<file path="src/pkg/bafd_pkg.sv">
/*
 * constants, types and state layout for the bit aligned instruction
 * field decoder (first pipeline stage).
 * assumes one clock; the fetch side and the sequencer side are plain
 * same-clock logic with valid/ready handshakes.
 */
// Summary of operation
// - instruction stream is one bit string; fields start at any bit
// - every instruction parsed as class, then format and references when present, then opcode
// - class field is 4 or 6 bits, chosen by its own encoding
// - class gives operand count zero to three and operand type
// - format field present only when class calls for references
// - format marks explicit refs direct or indirect; direct are longer
// - one explicit reference may serve as source and destination
// - operands beyond explicit ones are implicit: popped or pushed
// - no reference bits for implicit operands; count follows format
// - opcode field read last, selects the operator
// - starting addresses of microcode procedures go to the sequencer
// - simple operations produce a microinstruction directly
// - selector modes: short direct, long direct, stack, general indirect
// - displacement modes: scalar, record item, static vector element
// - dynamic vector element is the fourth displacement mode
// - decoder extracts logical operand addresses from references
// - decoding runs ahead of the sequencer, stalling only when full
package bafd_pkg;

    // =====================================================
    // field sizes and buffer
    localparam int BUF_BITS       = 64;
    localparam int WORD_BITS      = 32;
    localparam int MAX_FIELD_BITS = 23;
    localparam int CLASS_SHORT    = 4;
    localparam int CLASS_LONG     = 6;
    localparam int FORMAT_BITS    = 4;
    localparam int REF_HDR_BITS   = 3;
    localparam int OPCODE_BITS    = 5;
    localparam int PAY_SHORT_DIR  = 12;
    localparam int PAY_LONG_DIR   = 20;
    localparam int PAY_STACK_IND  = 4;
    localparam int PAY_GEN_IND    = 8;

    // =====================================================
    // output encodings
    localparam logic [4:0]  SIMPLE_OPC_LIMIT = 5'h08;
    localparam logic [15:0] UINSTR_BASE      = 16'h8000;
    localparam logic [3:0]  UADDR_PAD        = 4'h0;

    // =====================================================
    // types
    typedef enum logic [1:0] {
        SEL_SHORT_DIR = 2'h0,
        SEL_LONG_DIR  = 2'h1,
        SEL_STACK_IND = 2'h2,
        SEL_GEN_IND   = 2'h3
    } bafd_sel_t;

    typedef enum logic [1:0] {
        DSP_SCALAR     = 2'h0,
        DSP_RECORD     = 2'h1,
        DSP_STATIC_VEC = 2'h2,
        DSP_DYN_VEC    = 2'h3
    } bafd_dsp_t;

    typedef enum logic [3:0] {
        ST_CLASS  = 4'h1,
        ST_FORMAT = 4'h2,
        ST_REF    = 4'h4,
        ST_OPCODE = 4'h8
    } bafd_st_t;

    typedef struct packed {
        bafd_sel_t   sel;
        bafd_dsp_t   dsp;
        logic [19:0] addr;
    } bafd_ref_t;

    typedef struct packed {
        logic            is_micro;
        logic [11:0]     uaddr;
        logic [15:0]     uinstr;
        logic [2:0]      otype;
        logic [1:0]      nops;
        logic [2:0]      explicit_mask;
        logic [1:0]      pops;
        logic            push;
        bafd_ref_t [2:0] refs;
    } bafd_instr_t;

    typedef struct packed {
        bafd_st_t        st;
        logic [63:0]     sbuf;
        logic [6:0]      cnt;
        logic [2:0]      otype;
        logic [1:0]      nops;
        logic [1:0]      nexp;
        logic            shared;
        logic            indirect;
        logic [2:0]      ref_idx;
        bafd_ref_t [2:0] refs;
        logic            fetch_rdy;
        logic            out_valid;
        bafd_instr_t     out;
    } bafd_state_t;

endpackage : bafd_pkg

</file>
<file path="src/logic/bafd_decoder.sv">
/*
 * bit aligned instruction field decoder: shift buffer, field parser,
 * operand role resolution and hand-off record for the sequencer.
 * assumes fetch words arrive lsb-first in stream order, same clock.
 */
`timescale 1ns/1ns
module bafd_decoder
    import bafd_pkg::*;
(
    // clock and reset
    input  wire logic        ref_clk_in,
    input  wire logic        rst_in,
    // instruction fetch
    input  wire logic [31:0] fetch_data_in,
    input  wire logic        fetch_valid_in,
    output logic             fetch_ready_out,
    // sequencer hand-off
    output bafd_instr_t      instr_out,
    output logic             instr_valid_out,
    input  wire logic        instr_ready_in
);

    // =====================================================
    // state
    bafd_state_t s_q;
    bafd_state_t s_d;
    logic [6:0]  take;

    // payload width per selector mode
    function automatic logic [6:0] pay_len(input bafd_sel_t sel);
        case (sel)
            SEL_SHORT_DIR: pay_len = 7'(PAY_SHORT_DIR);
            SEL_LONG_DIR:  pay_len = 7'(PAY_LONG_DIR);
            SEL_STACK_IND: pay_len = 7'(PAY_STACK_IND);
            default:       pay_len = 7'(PAY_GEN_IND);
        endcase
    endfunction : pay_len

    // =====================================================
    // next state
    always_comb begin
        logic       is_long;
        logic [6:0] len;
        logic [6:0] after;
        logic       accept;
        bafd_sel_t  sel;
        logic       dst;
        logic       ex;
        logic       slot_dst;
        logic [1:0] pops;
        logic [2:0] emask;
        logic [63:0] sh;
        is_long = 1'b0;
        len     = '0;
        after   = '0;
        accept  = 1'b0;
        sel     = SEL_SHORT_DIR;
        dst     = 1'b0;
        ex      = 1'b0;
        slot_dst = 1'b0;
        pops    = '0;
        emask   = '0;
        sh      = '0;
        s_d     = s_q;
        take    = '0;
        // sequencer takes the pending record
        if (s_q.out_valid && instr_ready_in) begin
            s_d.out_valid = 1'b0;
        end
        case (s_q.st)
            ST_CLASS: begin
                is_long = (s_q.sbuf[1:0] == 2'h3);
                len = is_long ? 7'(CLASS_LONG) : 7'(CLASS_SHORT);
                if (s_q.cnt >= len) begin
                    take = len;
                    // count and type of operands
                    if (is_long) begin
                        s_d.otype = {1'b1, s_q.sbuf[3:2]};
                        s_d.nops  = s_q.sbuf[5:4];
                    end else begin
                        s_d.otype = {1'b0, s_q.sbuf[1:0]};
                        s_d.nops  = s_q.sbuf[3:2];
                    end
                    s_d.nexp    = '0;
                    s_d.shared  = 1'b0;
                    s_d.ref_idx = '0;
                    s_d.refs    = '0;
                    // format only follows a class with operands
                    s_d.st = (s_d.nops != 2'h0) ? ST_FORMAT
                                                : ST_OPCODE;
                end
            end
            ST_FORMAT: begin
                if (s_q.cnt >= 7'(FORMAT_BITS)) begin
                    take = 7'(FORMAT_BITS);
                    s_d.nexp = (s_q.sbuf[1:0] > s_q.nops) ? s_q.nops
                                                           : s_q.sbuf[1:0];
                    // one explicit reference as first source and destination
                    s_d.shared   = s_q.sbuf[2] && (s_q.nops >= 2'h2)
                                   && (s_d.nexp != 2'h0);
                    s_d.indirect = s_q.sbuf[3];
                    s_d.st = (s_d.nexp != 2'h0) ? ST_REF
                                                : ST_OPCODE;
                end
            end
            ST_REF: begin
                sel = bafd_sel_t'({s_q.indirect, s_q.sbuf[0]});
                len = 7'(REF_HDR_BITS) + pay_len(sel);
                if (s_q.cnt >= len) begin
                    take = len;
                    s_d.refs[s_q.ref_idx[1:0]].sel = sel;
                    s_d.refs[s_q.ref_idx[1:0]].dsp =
                        bafd_dsp_t'(s_q.sbuf[2:1]);
                    // logical address, masked to the payload width
                    s_d.refs[s_q.ref_idx[1:0]].addr = s_q.sbuf[22:3]
                        & 20'((64'h1 << pay_len(sel)) - 64'h1);
                    s_d.ref_idx = s_q.ref_idx + 3'h1;
                    if (s_d.ref_idx == {1'b0, s_q.nexp}) begin
                        s_d.st = ST_OPCODE;
                    end
                end
            end
            ST_OPCODE: begin
                // waits here while fewer than OPCODE_BITS bits are buffered or the hand-off slot is occupied and not taken this cycle
                if (s_q.cnt >= 7'(OPCODE_BITS)
                    && !s_d.out_valid) begin
                    take = 7'(OPCODE_BITS);
                    for (int i = 0; i < 3; i++) begin
                        slot_dst = (s_q.nops >= 2'h2)
                            && (2'(i) == s_q.nops - 2'h1);
                        ex = (2'(i) < s_q.nops) && ((2'(i) < s_q.nexp)
                            || (s_q.shared && slot_dst));
                        emask[i] = ex;
                        if ((2'(i) < s_q.nops) && !ex) begin
                            if (slot_dst) begin
                                dst = 1'b1;
                            end else begin
                                pops = pops + 2'h1;
                            end
                        end
                    end
                    s_d.out_valid = 1'b1;
                    s_d.out.otype = s_q.otype;
                    s_d.out.nops  = s_q.nops;
                    s_d.out.explicit_mask = emask;
                    s_d.out.pops  = pops;
                    s_d.out.push  = dst;
                    s_d.out.refs  = s_q.refs;
                    s_d.out.uaddr =
                        {s_q.otype, s_q.sbuf[4:0], UADDR_PAD};
                    s_d.out.is_micro =
                        (s_q.sbuf[4:0] < SIMPLE_OPC_LIMIT);
                    s_d.out.uinstr = UINSTR_BASE
                        | {8'h00, s_q.otype, s_q.sbuf[4:0]};
                    s_d.st = ST_CLASS;
                end
            end
            default: s_d.st = ST_CLASS;
        endcase
        // shift out consumed bits, append a fetched word behind the rest
        after  = s_q.cnt - take;
        accept = s_q.fetch_rdy && fetch_valid_in;
        sh     = s_q.sbuf >> take;
        if (accept) begin
            sh = sh | (64'(fetch_data_in) << after);
        end
        s_d.sbuf = sh;
        s_d.cnt  = after + (accept ? 7'(WORD_BITS) : 7'h00);
        s_d.fetch_rdy = (s_d.cnt < 7'(MAX_FIELD_BITS));
    end

    // =====================================================
    // state register
    always_ff @(posedge ref_clk_in) begin
        if (rst_in) begin
            s_q           <= '0;
            s_q.st        <= ST_CLASS;
            s_q.fetch_rdy <= 1'b1;
        end else begin
            s_q <= s_d;
        end
    end

    // outputs straight from the state register
    assign fetch_ready_out = s_q.fetch_rdy;
    assign instr_out       = s_q.out;
    assign instr_valid_out = s_q.out_valid;
endmodule : bafd_decoder

</file>
<file path="config.mk">
export PLATFORM = sky130hd
export DESIGN_NAME = bafd_decoder
export DESIGN_NICKNAME = d
export VERILOG_FILES = /design/src/pkg/bafd_pkg.sv /design/src/logic/bafd_decoder.sv
export SDC_FILE = /design/constraint.sdc
export NUM_CORES = 1
export LEC_CHECK = 0
export ABC_AREA = 1
export BUFFER_PORTS_ARGS = -buffer_cell sky130_fd_sc_hd__clkbuf_2
export CELL_PAD_IN_SITES_DETAIL_PLACEMENT = 2
export CELL_PAD_IN_SITES_GLOBAL_PLACEMENT = 2
export CORE_AREA = 10 10 246 248
export DETAILED_ROUTE_END_ITERATION = 16
export DIE_AREA = 0 0 256 258
export PLACE_DENSITY_LB_ADDON = 0.1
export SETUP_SLACK_MARGIN = 0.3
export SYNTH_ARGS = -nofsm -noshare
export SYNTH_HDL_FRONTEND = slang
export SYNTH_SLANG_ARGS = --single-unit
</file>
<file path="constraint.sdc">
create_clock -name ref_clk_in -period 3.97 [get_ports ref_clk_in]
set_input_delay 0.794 -clock ref_clk_in [delete_from_list [all_inputs] [get_ports ref_clk_in]]
set_output_delay 0.794 -clock ref_clk_in [all_outputs]
set_load 0.01 [all_outputs]
</file>
==> summary.txt <==
VDD IR max -> 553 uV
Chip Width -> 256 um
CTS Root Cell -> clkbuf_16
Clock transition at path regs -> 0.06 ns
initial DRC count -> 1,059
DRT antenna net count -> 0
final hold viol count -> 0
P&R area growth vs syn -> 27.5%
Netlist cell types -> 52
EDFF count, synth -> 0
Final nets -> 2,814
Port Buf Inserts -> 138
share of the clock period used by the worst path -> 100%
Worst Setup End Kind -> flop
Min Clock Period, post-route -> 3.98 ns
number of global-route vias before repair -> 19,900
status -> finished with violations
DRC -> 0
Required @ worst endpoint -> 4.37 ns
most used flip-flop cell after synthesis -> dfxtp_1
YS warnings -> 0
row count -> 87
placed cells -> 3,408
Peak Freq -> 251 MHz
Die Ht -> 258 um
Routed WL -> 81.4 mm
total CTS buffers -> 34
DP HPWL -> 54.6 mm
CTS Sinks -> 251
flops & latches, synth -> 251
initial core utilization -> 29.5%
post-route insts no fill -> 3,535
clock tree buffer depth -> 3
Multi-input gate area -> 10,400 um^2
PD cells -> 1090 nW/um^2
Register Area -> 5030 um^2
final clock skew -> 0.0237 ns
WL met1 -> 33.5 mm
Setup TNS -> -0.0123 ns
GRT Total Usage -> 22.6%
CP peak stage delay -> 0.37 ns
top layer in use -> met4
dpl cell area -> 17,900 um^2
final count of negative-setup-slack endpoints -> 3
Core ar. -> 55,700 um^2
total I/O pin count -> 150
initial antenna violation count -> 0
Setup WS pre-CTS -> -0.347 ns
GRT overflow -> 0
worst path arrival time -> 4.37 ns
max-cap violations -> 0
unrepaired setup endpoints after global routing -> true
Routed met3 length -> 2.47 mm
Post-Syn Instances -> 2,620
slowest library cell on the worst path -> dfxtp_4
violated checks -> setup timing
worst skew pair latency -> 0.56 ns
GPL Wtd Cong -> 0.873
first drt pass iteration count -> 6
setup ws final -> -0.00810 ns
CTS tree -> done
area leader, netlist -> dfxtp_1
n_diodes -> 0
share of cells above drive strength 1 -> 25.9%
fin area -> 21,000 um^2
largest net degree at the start of global routing -> 202
most common cell in the netlist -> nand2_1
WL per Instance -> 23.0 um
CP Max Fanout -> 6
vias per cell -> 5.29
Slew HR -> 30.1%
Seq/Total Area, Yosys -> 30.5%
Slew Limit Fails -> 0
met2 WL post-DR -> 42.0 mm
Synth top cells by count -> nand2_1, nand3_1, dfxtp_1, a21oi_1, inv_1
top cell type's share of synthesized area -> 30.5%
P_leak -> 9.09 nW
HP Class -> flop to flop
synthesized area -> 16,400 um^2
Critical Path Start Type -> flop
global-route wire length before repair -> 119 mm
Worst Setup Path Type -> flop to flop
die area -> 66,000 um^2
vias -> 18,700
fillers -> 6,706
post-route core utilization -> 37.6%
Area contributors post-synth -> dfxtp_1, nand3_1, nand2_1
Post-synth ARST share -> 0%
Syn Area/Cell -> 6.28 um^2
actual slew at the worst max-slew pin -> 1.05 ns
CP most frequent cell -> nand2_1
htree depth -> 2
report_power, final:
group	leakage, nW	switching, mW	total (mW)	internal, mW
registers	2.03	0.396	3.23	2.83
clock network	0.537	1.27	3.10	1.83
logic	6.52	10.2	16.6	6.39
worst max-delay path: cells and delay by family (launching register included):
| family | cells | cell delay [ns] |
|---|---|---|
| AO/OA/AOI/OAI | 4 | 0.62 |
| AND/OR/NAND/NOR | 12 | 1.31 |
| flip-flops | 1 | 0.37 |
| adder cells (fa/ha/maj) | 3 | 0.70 |
| buffers and inverters | 9 | 0.82 |
repair_timing:
action / 4_1_cts / 5_1_grt
endpoints found under the hold margin: 0 / 0
buffers inserted: 32 / 28
hold buffers: 0 / 0
cloned: 3 / 4
pin swaps: 33 / 65
setup endpoints to repair: 66 / 142
gates resized for setup: 181 / 214
final timing paths:
path	from	endpoint	slack [ns]	cells after the start
worst max-delay path	s_q[189]	s_q[242]	-0.008	28
worst min-delay path	s_q[179]	instr_out[65]	0.46	2
worst max register to register	s_q[189]	s_q[242]	-0.008	28
worst min register to register	s_q[179]	instr_out[65]	0.46	2
logic make-up after synthesis:
group                      count (synthesis)  synth area share, %
buffers and inverters                    440                 14.2
adders and majority gates                 23                 1.80
other                                      1               0.0228
xor gates and xnor gates                   8                0.472
muxes                                      6                0.365
DFF                                      251                 30.5
and+or+nand+nor                         1542                 41.5
AOI/OAI and AO/OA                        349                 11.1
registers in the layout, indices dropped and copies added, names as in the netlist:
register and count:
s_q 159, instr_out 90, fetch_ready_out 1, instr_valid_out 1
layout make-up:
cell class	count	share of cell area (%)
multi-input combinational	1939	49.4
sequential	251	24.0
timing repair buffer	376	14.0
clock buffer	49	4.61
tap	756	4.51
inverter	151	2.86
clock inverter	11	0.602
timing repair inverter	2	0.0835
cells in the final DEF, fill, tap and decap left out, types with 7 or more instances in the layout:
cell type / synthesis / routed
nand2_2: 3 / 71
nand3_4: 1 / 10
a31oi_1: 19 / 13
buf_6: 17 / 33
inv_1: 133 / 121
nand3_1: 619 / 583
dfxtp_1: 251 / 249
a21oi_2: 2 / 11
o211ai_1: 7 / 7
buf_12: 0 / 17
o21ai_0: 98 / 53
nand2_4: 3 / 19
nor2_2: 12 / 12
buf_4: 124 / 181
nand2_1: 789 / 703
inv_2: 15 / 22
nand4_1: 12 / 12
o21ai_1: 7 / 16
nor2_1: 63 / 50
clkbuf_2: 0 / 137
ha_1: 22 / 14
nand3_2: 8 / 35
nor2_4: 3 / 16
clkbuf_1: 66 / 9
o21ai_2: 0 / 31
a21oi_1: 205 / 192
ha_4: 0 / 8
clkbuf_16: 0 / 36
conb_1: 1 / 11
metal layers:
layer  GRT usage, %  up-vias
li1               -     8827
met1           26.5     9382
met2           41.2      332
met3           2.64      159
met4           9.46        0
met5              0        -
per-stage QoR:
step / hold slack, ns / power, mW
global placement: 0.447 / 15.2
detailed placement: 0.456 / 15.4
floorplan: 0.440 / 9.82
global route: 0.484 / 24.2
finish: 0.460 / 22.9
CTS: 0.465 / 20.3
Power figures use the tool's default switching activity.
